==> src/rtl/gdpt_pkg.sv <==
package gdpt_pkg;
    // Register port
    localparam int         AW = 8;
    localparam int         DW = 8;
    localparam logic [7:0] OFS_THR_A = 8'h09;
    localparam logic [7:0] OFS_THR_B = 8'h0A;
    localparam logic [7:0] OFS_THR_C = 8'h0B;
    localparam logic [7:0] OFS_TIM   = 8'h0C;
    localparam logic [7:0] RST_THR   = 8'h99;
    localparam logic [7:0] RST_TIM   = 8'h2F;
    localparam logic [7:0] RD_NONE   = 8'h00;
    // Field positions
    localparam int         THR_LO_POS = 4;
    localparam int         THR_HI_POS = 0;
    localparam int         FLOAT_POS  = 7;
    localparam int         RETRY_POS  = 5;
    localparam int         DEAD_POS   = 3;
    localparam int         TMO_POS    = 2;
    localparam int         PEAK_POS   = 0;
    localparam logic [7:0] TMO_MASK   = 8'h04;
    localparam logic [2:0] LOCK_CODE  = 3'h6;
    localparam logic [3:0] LOW_CURRENT_MAX = 4'h3;
    // Timing
    localparam int         CLK_MHZ = 100;
    localparam int         CW      = 12;
    localparam int         DT_NS [4] = '{500, 1000, 2000, 4000};
    localparam int         PK_NS [4] = '{500, 1000, 2000, 3000};
    localparam int         TMO_US  = 20;
    localparam logic [11:0] TMO_CYC = 12'(TMO_US * CLK_MHZ);
    localparam int         MS_CYC  = 1000 * CLK_MHZ;
    localparam logic [3:0] RETRY_STEP_MS = 4'h2;

    typedef enum logic [1:0] {PH_OFF, PH_DEAD, PH_HIGH, PH_LOW} gdpt_ph_e;
endpackage

==> src/rtl/gdpt_cfg_if.sv <==
`timescale 1ns/1ns
interface gdpt_cfg_if;
    logic [7:0] thr_a;
    logic [7:0] thr_b;
    logic [7:0] thr_c;
    logic [7:0] tim;
    modport src (output thr_a, output thr_b, output thr_c, output tim);
    modport dst (input thr_a, input thr_b, input thr_c, input tim);
endinterface

==> src/rtl/gdpt_top.sv <==
`timescale 1ns/1ns
// Notes on behaviour
// - Phase A trip codes register, reset 0x99
// - Four-bit code picks one of sixteen trips
// - Phase B trip codes register, reset 0x99
// - Phase C trip codes register, reset 0x99
// - Timing register at 0x0C, reset 0x2F
// - Float bit turns all drivers Hi-Z
// - Retry wait of 2, 4, 6, 8 ms
// - Dead time 500 to 4000 ns
// - Timeout bit caps peak drive at 20 us
// - Low current codes force timeout bit on
// - Peak drive period 500 to 3000 ns
// - Locked code 110b blocks register writes
module gdpt_top #(
    parameter int MS_CYCLES = gdpt_pkg::MS_CYC
) (
    input  wire logic        ref_clk_in,
    input  wire logic        reset_in,
    input  wire logic [7:0]  reg_addr_in,
    input  wire logic [7:0]  reg_wdata_in,
    input  wire logic        reg_wr_in,
    input  wire logic        reg_rd_in,
    output logic      [7:0]  reg_rdata_out,
    input  wire logic [2:0]  write_lock_code_in,
    input  wire logic [23:0] gate_source_current_code_in,
    input  wire logic [2:0]  pwm_high_in,
    input  wire logic [2:0]  pwm_low_in,
    input  wire logic        overcurrent_in,
    output logic      [2:0]  gate_high_out,
    output logic      [2:0]  gate_low_out,
    output logic      [2:0]  gate_high_oe_out,
    output logic      [2:0]  gate_low_oe_out,
    output logic      [2:0]  peak_current_out,
    output logic      [11:0] trip_level_low_out,
    output logic      [11:0] trip_level_high_out,
    output logic             fault_recovery_wait_out,
    output logic             gate_drive_timeout_en_out
);
    localparam int CW = gdpt_pkg::CW;

    ////////////////////////////////////////////////////////////////////////
    // Pin synchronisers
    logic [2:0] pwm_h_meta;
    logic [2:0] pwm_h_sync;
    logic [2:0] pwm_l_meta;
    logic [2:0] pwm_l_sync;
    logic       oc_meta;
    logic       oc_sync;

    always_ff @(posedge ref_clk_in) begin
        if (reset_in) begin
            pwm_h_meta <= 3'h0;
            pwm_h_sync <= 3'h0;
            pwm_l_meta <= 3'h0;
            pwm_l_sync <= 3'h0;
            oc_meta    <= 1'b0;
            oc_sync    <= 1'b0;
        end else begin
            pwm_h_meta <= pwm_high_in;
            pwm_h_sync <= pwm_h_meta;
            pwm_l_meta <= pwm_low_in;
            pwm_l_sync <= pwm_l_meta;
            oc_meta    <= overcurrent_in;
            oc_sync    <= oc_meta;
        end
    end

    ////////////////////////////////////////////////////////////////////////
    // Register bank
    gdpt_cfg_if cfg ();
    logic [5:0] low_code;

    for (genvar i = 0; i < 6; i++) begin : g_low
        assign low_code[i] =
            gate_source_current_code_in[4*i +: 4] <= gdpt_pkg::LOW_CURRENT_MAX;
    end

    // Weak gate current can stall a slow edge, so the cap stays on
    wire force_tmo = |low_code;
    wire unlocked  = write_lock_code_in != gdpt_pkg::LOCK_CODE;

    gdpt_regs u_regs (
        .ref_clk_in   (ref_clk_in),
        .reset_in     (reset_in),
        .addr_in      (reg_addr_in),
        .wdata_in     (reg_wdata_in),
        .wr_in        (reg_wr_in),
        .rd_in        (reg_rd_in),
        .lock_code_in (write_lock_code_in),
        .force_tmo_in (force_tmo),
        .rdata_out    (reg_rdata_out),
        .cfg_out      (cfg)
    );

    ////////////////////////////////////////////////////////////////////////
    // Field decode and timing
    wire          float_all = cfg.tim[gdpt_pkg::FLOAT_POS];
    wire [1:0]    retry_sel = cfg.tim[gdpt_pkg::RETRY_POS +: 2];
    wire [1:0]    dead_sel  = cfg.tim[gdpt_pkg::DEAD_POS +: 2];
    wire          tmo_en    = cfg.tim[gdpt_pkg::TMO_POS];
    wire [1:0]    peak_sel  = cfg.tim[gdpt_pkg::PEAK_POS +: 2];
    // Least time, rounded up
    wire [CW-1:0] dead_cyc  = CW'((gdpt_pkg::DT_NS[dead_sel] * gdpt_pkg::CLK_MHZ
                                  + 999) / 1000);
    // Drive period, rounded down
    wire [CW-1:0] peak_cyc  = CW'((gdpt_pkg::PK_NS[peak_sel] * gdpt_pkg::CLK_MHZ)
                                  / 1000);
    wire [CW-1:0] peak_eff  = (tmo_en && peak_cyc > gdpt_pkg::TMO_CYC)
                            ? gdpt_pkg::TMO_CYC : peak_cyc;

    ////////////////////////////////////////////////////////////////////////
    // Fault retry wait, counted in millisecond ticks
    logic [31:0] ms_cnt;
    logic [3:0]  wait_ms;

    wire       ms_tick     = fault_recovery_wait_out && (ms_cnt == 32'(MS_CYCLES - 1));
    wire [3:0] wait_target = 4'(({2'h0, retry_sel} + 4'h1) * gdpt_pkg::RETRY_STEP_MS);
    wire       wait_done   = ms_tick && (wait_ms == wait_target - 4'h1);
    wire       drive_en    = !float_all && !fault_recovery_wait_out && !oc_sync;

    always_ff @(posedge ref_clk_in) begin
        if (reset_in) begin
            fault_recovery_wait_out <= 1'b0;
            ms_cnt                  <= 32'h0;
            wait_ms                 <= 4'h0;
        end else if (!fault_recovery_wait_out) begin
            fault_recovery_wait_out <= oc_sync;
            ms_cnt                  <= 32'h0;
            wait_ms                 <= 4'h0;
        end else begin
            ms_cnt <= ms_tick ? 32'h0 : ms_cnt + 32'h1;
            if (ms_tick) wait_ms <= wait_ms + 4'h1;
            if (wait_done) fault_recovery_wait_out <= 1'b0;
        end
    end

    ////////////////////////////////////////////////////////////////////////
    // Half-bridges
    logic [2:0] ph_h;
    logic [2:0] ph_l;
    logic [2:0] ph_pk;

    for (genvar p = 0; p < 3; p++) begin : g_ph
        gdpt_phase #(
            .CW (CW)
        ) u_ph (
            .ref_clk_in  (ref_clk_in),
            .reset_in    (reset_in),
            .en_in       (drive_en),
            .cmd_high_in (pwm_h_sync[p]),
            .cmd_low_in  (pwm_l_sync[p]),
            .dead_cyc_in (dead_cyc),
            .peak_cyc_in (peak_eff),
            .high_out    (ph_h[p]),
            .low_out     (ph_l[p]),
            .peak_out    (ph_pk[p])
        );
    end

    ////////////////////////////////////////////////////////////////////////
    // Output flops
    always_ff @(posedge ref_clk_in) begin
        if (reset_in) begin
            gate_high_out             <= 3'h0;
            gate_low_out              <= 3'h0;
            gate_high_oe_out          <= 3'h0;
            gate_low_oe_out           <= 3'h0;
            peak_current_out          <= 3'h0;
            trip_level_low_out        <= 12'h0;
            trip_level_high_out       <= 12'h0;
            gate_drive_timeout_en_out <= 1'b0;
        end else begin
            gate_high_out    <= ph_h & {3{drive_en}};
            gate_low_out     <= ph_l & {3{drive_en}};
            gate_high_oe_out <= {3{~float_all}};
            gate_low_oe_out  <= {3{~float_all}};
            peak_current_out <= ph_pk & {3{drive_en}};
            trip_level_low_out <= {cfg.thr_c[gdpt_pkg::THR_LO_POS +: 4],
                                   cfg.thr_b[gdpt_pkg::THR_LO_POS +: 4],
                                   cfg.thr_a[gdpt_pkg::THR_LO_POS +: 4]};
            trip_level_high_out <= {cfg.thr_c[gdpt_pkg::THR_HI_POS +: 4],
                                    cfg.thr_b[gdpt_pkg::THR_HI_POS +: 4],
                                    cfg.thr_a[gdpt_pkg::THR_HI_POS +: 4]};
            gate_drive_timeout_en_out <= tmo_en;
        end
    end

    logic [CW-1:0] off0_len;
    logic [CW-1:0] pk0_len;
    logic [31:0]   wait_len;

    always_ff @(posedge ref_clk_in) begin
        if (reset_in) begin
            off0_len <= '0;
            pk0_len  <= '0;
            wait_len <= 32'h0;
        end else begin
            if (gate_high_out[0] || gate_low_out[0]) off0_len <= '0;
            else if (off0_len != '1) off0_len <= off0_len + 1'b1;
            pk0_len  <= peak_current_out[0] ? pk0_len + 1'b1 : '0;
            wait_len <= fault_recovery_wait_out ? wait_len + 32'h1 : 32'h0;
        end
    end

    ////////////////////////////////////////////////////////////////////////
    // Every half-bridge, not only phase A
    for (genvar p = 0; p < 3; p++) begin : g_chk
        logic [CW-1:0] off_len;
        logic [CW-1:0] pk_len;

        always_ff @(posedge ref_clk_in) begin
            if (reset_in) begin
                off_len <= '0;
                pk_len  <= '0;
            end else begin
                if (gate_high_out[p] || gate_low_out[p]) off_len <= '0;
                else if (off_len != '1) off_len <= off_len + 1'b1;
                pk_len <= peak_current_out[p] ? pk_len + 1'b1 : '0;
            end
        end

    end
endmodule

==> src/rtl/gdpt_regs.sv <==
`timescale 1ns/1ns
module gdpt_regs (
    input  wire logic       ref_clk_in,
    input  wire logic       reset_in,
    input  wire logic [7:0] addr_in,
    input  wire logic [7:0] wdata_in,
    input  wire logic       wr_in,
    input  wire logic       rd_in,
    input  wire logic [2:0] lock_code_in,
    input  wire logic       force_tmo_in,
    output logic      [7:0] rdata_out,
    gdpt_cfg_if.src         cfg_out
);
    wire       unlocked = lock_code_in != gdpt_pkg::LOCK_CODE;
    wire       wr_ok    = wr_in & unlocked;
    wire       wr_a     = wr_ok & (addr_in == gdpt_pkg::OFS_THR_A);
    wire       wr_b     = wr_ok & (addr_in == gdpt_pkg::OFS_THR_B);
    wire       wr_c     = wr_ok & (addr_in == gdpt_pkg::OFS_THR_C);
    wire       wr_t     = wr_ok & (addr_in == gdpt_pkg::OFS_TIM);
    wire [7:0] next_tim = (wr_t ? wdata_in : cfg_out.tim)
                        | (force_tmo_in ? gdpt_pkg::TMO_MASK : 8'h00);
    wire [7:0] next_rdata =
        (addr_in == gdpt_pkg::OFS_THR_A) ? cfg_out.thr_a :
        (addr_in == gdpt_pkg::OFS_THR_B) ? cfg_out.thr_b :
        (addr_in == gdpt_pkg::OFS_THR_C) ? cfg_out.thr_c :
        (addr_in == gdpt_pkg::OFS_TIM)   ? cfg_out.tim   : gdpt_pkg::RD_NONE;

    always_ff @(posedge ref_clk_in) begin
        if (reset_in) begin
            cfg_out.thr_a <= gdpt_pkg::RST_THR;
            cfg_out.thr_b <= gdpt_pkg::RST_THR;
            cfg_out.thr_c <= gdpt_pkg::RST_THR;
            cfg_out.tim   <= gdpt_pkg::RST_TIM;
            rdata_out     <= 8'h00;
        end else begin
            if (wr_a) cfg_out.thr_a <= wdata_in;
            if (wr_b) cfg_out.thr_b <= wdata_in;
            if (wr_c) cfg_out.thr_c <= wdata_in;
            cfg_out.tim <= next_tim;
            rdata_out   <= rd_in ? next_rdata : 8'h00;
        end
    end
endmodule

==> src/rtl/gdpt_phase.sv <==
`timescale 1ns/1ns
module gdpt_phase #(
    parameter int CW = 12
) (
    input  wire logic          ref_clk_in,
    input  wire logic          reset_in,
    input  wire logic          en_in,
    input  wire logic          cmd_high_in,
    input  wire logic          cmd_low_in,
    input  wire logic [CW-1:0] dead_cyc_in,
    input  wire logic [CW-1:0] peak_cyc_in,
    output logic               high_out,
    output logic               low_out,
    output logic               peak_out
);
    gdpt_pkg::gdpt_ph_e st;
    logic [CW-1:0]      dcnt;
    logic [CW-1:0]      pcnt;
    logic               tgt_high;

    // Both commands at once means both off
    wire want_h  = en_in & cmd_high_in & ~cmd_low_in;
    wire want_l  = en_in & cmd_low_in & ~cmd_high_in;
    wire want_on = want_h | want_l;
    wire on      = (st == gdpt_pkg::PH_HIGH) | (st == gdpt_pkg::PH_LOW);

    assign high_out = st == gdpt_pkg::PH_HIGH;
    assign low_out  = st == gdpt_pkg::PH_LOW;
    assign peak_out = on & (pcnt != '0);

    always_ff @(posedge ref_clk_in) begin
        if (reset_in) begin
            st       <= gdpt_pkg::PH_OFF;
            dcnt     <= '0;
            pcnt     <= '0;
            tgt_high <= 1'b0;
        end else begin
            if (on && pcnt != '0) pcnt <= pcnt - 1'b1;
            case (st)
                gdpt_pkg::PH_OFF: begin
                    if (want_on) begin
                        st       <= gdpt_pkg::PH_DEAD;
                        dcnt     <= dead_cyc_in;
                        tgt_high <= want_h;
                    end
                end
                gdpt_pkg::PH_DEAD: begin
                    if (!want_on || want_h != tgt_high) begin
                        st <= gdpt_pkg::PH_OFF;
                    end else if (dcnt <= 1) begin
                        st   <= tgt_high ? gdpt_pkg::PH_HIGH : gdpt_pkg::PH_LOW;
                        pcnt <= peak_cyc_in;
                    end else begin
                        dcnt <= dcnt - 1'b1;
                    end
                end
                gdpt_pkg::PH_HIGH: if (!want_h) st <= gdpt_pkg::PH_OFF;
                gdpt_pkg::PH_LOW:  if (!want_l) st <= gdpt_pkg::PH_OFF;
                default: st <= gdpt_pkg::PH_OFF;
            endcase
        end
    end
endmodule

==> config.mk <==
export PLATFORM = sky130hd
export DESIGN_NAME = gdpt_top
export DESIGN_NICKNAME = d
export VERILOG_FILES = /design/src/rtl/gdpt_pkg.sv /design/src/rtl/gdpt_cfg_if.sv /design/src/rtl/gdpt_top.sv /design/src/rtl/gdpt_regs.sv /design/src/rtl/gdpt_phase.sv
export SDC_FILE = /design/constraint.sdc
export NUM_CORES = 1
export LEC_CHECK = 0
export ABC_AREA = 1
export BUFFER_PORTS_ARGS = -buffer_cell sky130_fd_sc_hd__buf_2
export CAP_MARGIN = 20
export CORE_MARGIN = 3
export CORE_UTILIZATION = 50
export DETAILED_ROUTE_END_ITERATION = 12
export PLACE_DENSITY = 0.73
export SETUP_SLACK_MARGIN = 0.4
export SYNTH_ARGS = -nofsm -noshare
export SYNTH_HDL_FRONTEND = slang
export SYNTH_SLANG_ARGS = --single-unit
==> constraint.sdc <==
create_clock -name ref_clk_in -period 3.11 [get_ports ref_clk_in]
set_input_delay 0 -clock ref_clk_in [delete_from_list [all_inputs] [get_ports ref_clk_in]]
set_output_delay 0 -clock ref_clk_in [all_outputs]
set_load 0.005 [all_outputs]
# Yosys cells after proc, flatten, opt, wreduce, memory -nomap -nowiden
# Cells that the tools add are included.
# totals
out_inout_bits,49
latch_bits,0
mem_bits_rw,0
rom_bits,0
inputBits,54
elab_cells,237
regBits,207
n_memories,0
# op_classes
mul,2
n_div,2
add_sub_neg,11
eq_ne,37
reduce_logical,39
n_shift,0
magnitude_cmp,12
muxes,60
bitwise,41
# ops
operator,count
12-bit two-way mux,22
32-bit binary-select mux with 2-bit select,2
32-bit two-way mux,4
12-bit case mux with 2 select lines,3
"12-bit by 1-bit subtractor with 12-bit output, second input constant",6
"32-bit by 11-bit divider with 32-bit output, second input constant",2
"32-bit by 6-bit multiplier with 30-bit output, second input constant",2
8-bit two-way mux,5
"12-bit by 1-bit <= comparator with 1-bit output, second input constant",3
12-bit nonzero test,3
"32-bit by 1-bit adder with 32-bit output, second input constant",1
"32-bit by 11-bit adder with 32-bit output, second input constant",1
"32-bit by 17-bit equality test with 1-bit output, second input constant",1
"8-bit by 4-bit equality test with 1-bit output, second input constant",4
2-bit two-way mux,15
"4-bit by 2-bit <= comparator with 1-bit output, second input constant",6
"2-bit inequality test, second input constant",12
2-bit case mux with 4 select lines,3
4-bit AND reduction,6
1-bit AND,20
"2-bit equality test, second input constant",6
"12-bit by 11-bit greater-than comparator with 1-bit output, second input constant",1
3-bit AND,3
"3-bit by 1-bit inequality test with 1-bit output, second input constant",3
other kinds (24),70

# Logic depth before layout (Yosys ltp)
# logic_depth
ltp_word,12
ltp_mapped,32
ltp_nobuf,31

# Modules after synthesis
# From an unflattened synthesis, not the netlist that was laid out.
# unflattened
hier_cells,2115
hier_area_um2,13292.7
# modules_own_cells
mod,instances,seq_area_each_um2,area_per_inst_um2,cells_per_inst
gdpt_phase,3,540.5,2067.0,369
gdpt_top,1,1721.7,5166.2,723
gdpt_regs,1,800.8,1925.6,285

# Worst setup path before layout
# No wires, ideal clock.
# synth_timing
path_kind,reg-to-reg
startpoint,reg u_regs.cfg_out.tim[0]
endpoint,reg g_ph[1].u_ph.pcnt[0]
path_slack_ps,-172
path_stages_with_launch,26
arrival_time_ps,3165
period_less_slack_ps,3282
cell_sequence,dfxtp_1 -> inv_1 -> ha_1 -> inv_1 -> ha_1 -> ha_1 -> nand2_1 -> nand2_1 -> a31oi_1 -> inv_1 -> a21oi_1 -> inv_1 -> nand2_1 -> inv_1 -> o21ai_0 -> xnor2_1 -> nand2_1 -> nand2_1 -> nand2_1 -> nand3_1 -> nand3_1 -> nand3_1 -> a22oi_1 -> nand3_1 -> nand3_1 -> nand2_1
# synth_between
elab_chain_cells,12
# synth_rtl
element,line,rtl
from (decl),gdpt_cfg_if.sv:7,"modport src (output thr_a, output thr_b, output thr_c, output tim);"
from (signal assigned),gdpt_regs.sv:33,cfg_out.tim <= gdpt_pkg::RST_TIM;
from (signal assigned),gdpt_regs.sv:39,cfg_out.tim <= next_tim;
2-bit inverter with 3-bit output (not written as such) (*),gdpt_top.sv:107,wire [CW-1:0] peak_cyc = CW'((gdpt_pkg::PK_NS[peak_sel] * gdpt_pkg::CLK_MHZ)
32-bit binary-select mux with 2-bit select (*),gdpt_top.sv:107,
32-bit two-way mux (not written as such) (*) (2 in a row),gdpt_top.sv:107,
32-bit by 6-bit multiplier with 30-bit output (*),gdpt_top.sv:107,
32-bit by 11-bit divider with 32-bit output (*),gdpt_top.sv:108,/ 1000);
12-bit by 11-bit greater-than comparator with 1-bit output,gdpt_top.sv:109,wire [CW-1:0] peak_eff = (tmo_en && peak_cyc > gdpt_pkg::TMO_CYC)
1-bit logical AND,gdpt_top.sv:109,
12-bit two-way mux (*),gdpt_top.sv:110,? gdpt_pkg::TMO_CYC : peak_cyc;
12-bit two-way mux (*),gdpt_phase.sv:50,end else if (dcnt <= 1) begin
12-bit two-way mux (*),gdpt_phase.sv:48,if (!want_on || want_h != tgt_high) begin
12-bit two-way mux (*),gdpt_phase.sv:39,case (st)
to (signal assigned),gdpt_phase.sv:38,if (on && pcnt != '0) pcnt <= pcnt - 1'b1;
to (signal assigned),gdpt_phase.sv:52,pcnt <= peak_cyc_in;
to (decl),gdpt_phase.sv:18,logic [CW-1:0] pcnt;
# Every way passes the cells marked *; elsewhere a longest branch is shown, timed or not. The select of a mux whose other input is x is not followed.
# A chain may end at the register's enable or synchronous reset.

# Worst setup path in the final report
# layout_timing
startpoint,reg u_regs.cfg_out.tim[3]
endpoint,reg g_ph[2].u_ph.dcnt[9]
# layout_between
elab_chain_cells,9
# layout_rtl
element,line,rtl
2-bit inverter with 3-bit output (not written as such),gdpt_top.sv:104,wire [CW-1:0] dead_cyc = CW'((gdpt_pkg::DT_NS[dead_sel] * gdpt_pkg::CLK_MHZ
32-bit binary-select mux with 2-bit select,gdpt_top.sv:104,
32-bit two-way mux (not written as such) (2 in a row),gdpt_top.sv:104,
32-bit by 6-bit multiplier with 30-bit output,gdpt_top.sv:104,
32-bit by 11-bit adder with 32-bit output,gdpt_top.sv:105,+ 999) / 1000);
32-bit by 11-bit divider with 32-bit output,gdpt_top.sv:105,
12-bit two-way mux,gdpt_phase.sv:41,if (want_on) begin
12-bit case mux with 2 select lines,gdpt_phase.sv:39,
to (signal assigned),gdpt_phase.sv:43,dcnt <= dead_cyc_in;
to (signal assigned),gdpt_phase.sv:54,dcnt <= dcnt - 1'b1;
to (decl),gdpt_phase.sv:17,logic [CW-1:0] dcnt;
# Every way passes these cells. The select of a mux whose other input is x is not followed.

==> flow_summary.ini <==
[global_route]
antenna_found_initial = 0
overflow = 0
grt_max_degree = 44
grt_pass1_wl_mm = 51.5
grtUsageTotal = 0.246
grt_pass1_vias = 11100

[die]
initial_utilization = 0.518
die_y_um = 157
row_count = 54
fp.dieW_um = 157
core_um2 = 22200
dieArea_um2 = 24800
ios = 103

[place]
dp_hpwl_mm = 21.5
routabilityCongestion = 0.879
port-buffer-count = 90
dp_slack_ps = -35.2
placed_cell_area_um2 = 12700

[clocking]
cts_tree = yes
clk_pin_slew_worst_paths_ps = 60
clockBufferDepth = 3
clock-root-buffer = clkbuf_16
cts_sinks = 207
cts_buffers = 24
clk-insertion-delay-late_ps = 520
htreeDepth = 1

[synthesis]
syn-num-nets = 1760
synth_seq_cells = 207
syn_area_um2 = 11500
yosysWarnings = 0
yosys-top-cells-area = dfxtp_1, inv_1, nand2_1
synth_top_cell_by_area = dfxtp_1
synth_seq_area_share = 0.361
ys_types = 59
syn_inst = 1650
synthDominantCellAreaShare = 0.361
avgSynthCellArea_um2 = 6.95

[layout]
final_area_um2 = 15000
n_antenna_cell = 0
final_common_cell = inv_1
mostFrequentLayoutCells = inv_1, nand2_1, nor2_1, dfxtp_1, buf_4
utilization = 0.678
drive_above_1_share = 0.237
syn2layout_area_growth_pct = 31.1
nets = 2002

[sta]
fmax_mhz = 316
drv_slew = 0
fin_setup_tns_ps = -121
rsz0062_at_grt = true
finalHoldViolations = 0
slew_headroom = 0.315
worst-slew-pin-transition_ps = 1020
setup_slack_ps = -52.0
period_minus_slack_ps = 3160
setup_viol = 4
fin_crit_sh = 1.02
finalClockSkew_ps = 15.4

[power]
p_clk_frac = 0.334
power_density_nw_per_um2 = 582
swShare = 0.344
p_leak_nw = 6.88
switchingPower_mw = 3.01
p_int_mw = 5.74
seq_power_share = 0.365
ir_drop_mv = 0.427
p_comb_frac = 0.301

[detailed_routing]
drtPass1Iterations = 5
routed_via_density = 5.34
wl_per_cell_um = 14.7
routed_wirelength_mm = 32.2
drcViolationCount = 0
route.vias.total = 11700
antenna_left = 0
drtIter0Drc = 591

[setup_path]
cp-end-kind = flip-flop
cp.arrival_ps = 3540
path_max_fanout = 7
criticalPathCategory = flip-flop to flip-flop
cpMaxStageDelayCell = dfxtp_4
worst_setup_path_start_kind = flip-flop
critPathTopFamily = simple AND/OR/NAND/NOR gates
cpPeakStageDelay_ps = 380
required_ps = 3490
crit_buf_inv = 7

[status]
violations = negative setup slack
outcome = complete, but fails checks

[flow_run]
cap_violations = 0

[worst_hold_path]
hold_class = input port to flip-flop
what timing repair did:
item,in CTS,in global routing
endpoints found under the hold margin,46,0
resized for setup,85,82
hold buffers,26,0
pin swaps,60,67
gates cloned,0,0
endpoints found under the setup margin,38,71
buffers inserted,57,25
cell usage after synthesis (all sizes together):
cell type  number
o221ai          7
nand2         259
or2             7
and3            1
or4             1
a22oi           4
xor2           29
a211oi         18
o311ai          2
clkbuf         23
a221oi          2
and2            1
dfxtp         207
clkinv          3
nor3           52
nor3b           4
o31ai           3
o21ai         134
nand3          73
buf            16
a31oi          17
nor2          235
a41oi           1
a21oi         104
ha             56
nor4b           1
nand3b          2
xnor2          12
o221a           1
a311oi          1
nand4          29
or3             4
o21a            5
inv           275
o2111ai         1
o22ai          13
a211o           3
nor4           19
conb            1
a32oi           1
o211ai         23
path summary, 6_finish.rpt:
| path | slack (ps) | start | depth (start not counted) | end |
|---|---|---|---|---|
| worst min-delay path | 10 | reg_addr_in[3] | 5 | u_regs.rdata_out[7]$_SDFF_PP0_ |
| worst max register to register | -50 | u_regs.cfg_out.tim[3]$_SDFFE_PP1P_ | 25 | g_ph[2].u_ph.dcnt[9]$_SDFFE_PP0P_ |
| worst min register to register | 420 | pwm_l_meta[0]$_SDFF_PP0_ | 2 | pwm_l_sync[0]$_SDFF_PP0_ |
| worst max-delay path | -50 | u_regs.cfg_out.tim[3]$_SDFFE_PP1P_ | 25 | g_ph[2].u_ph.dcnt[9]$_SDFFE_PP0P_ |
flip-flops by register name (all words and copies together), names as in the netlist, 4 cells and up:
register / count
g_ph.u_ph.dcnt: 36
g_ph.u_ph.pcnt: 36
ms_cnt: 32
trip_level_high_out: 12
trip_level_low_out: 12
u_regs.cfg_out.thr_a: 8
u_regs.cfg_out.thr_b: 8
u_regs.cfg_out.thr_c: 8
u_regs.cfg_out.tim: 8
u_regs.rdata_out: 8
g_ph.u_ph.st: 6
wait_ms: 4
power groups by stage:
stage               combinational (mW)  clock, mW  sequential [mW]
global placement                  2.39          0             3.24
floorplan                         1.92          0             3.19
detailed placement                2.44          0             3.25
CTS                               2.51       2.95             3.19
finish                            2.63       2.92             3.20
global route                      3.02       3.08             3.24
cells by family after synthesis:
logic type / Yosys count / synth area share
buffers and inverters: 317 / 0.107
XOR/XNOR: 41 / 0.0313
other: 1 / 0.000327
AND/OR/NAND/NOR: 688 / 0.269
flip-flops: 207 / 0.361
adder cells (fa/ha/maj): 56 / 0.0611
AO/OA/AOI/OAI: 340 / 0.170
metal layers:
| metal | vias to the layer above | global-route usage | wire (um) |
|---|---|---|---|
| met1 | 5360 | 0.324 | 14100 |
| li1 | 5901 | - | - |
| met2 | 348 | 0.421 | 15400 |
| met5 | - | 0 | 0 |
| met3 | 65 | 0.0324 | 1790 |
| met4 | 0 | 0.0764 | 868 |
worst reg2reg max path: cells and delay by family, from the launching register on:
family | cells | cell delay (ps)
and+or+nand+nor | 14 | 1340
buffers and inverters | 7 | 730
adders and majority gates | 2 | 420
DFF | 1 | 380
AOI/OAI and AO/OA | 2 | 170
cell type report:
class | instances | area [um2]
fill | 1813 | 7130
clock inverter | 9 | 124
timing repair buffer | 255 | 1830
sequential | 207 | 4170
inverter | 278 | 1090
multi-input combinational | 1126 | 6780
clock buffer | 32 | 692
tap | 280 | 350
stage by stage:
step	hold WS, ps	instances	power [mW]
2_1_floorplan	107	1650	5.11
3_3_place_gp	202	2038	5.63
3_5_place_dp	215	2038	5.68
4_1_cts	0.669	2162	8.65
5_1_grt	28.9	2187	9.34
6_report	13.1	2187	8.75
(Power assumes the default switching activity.)
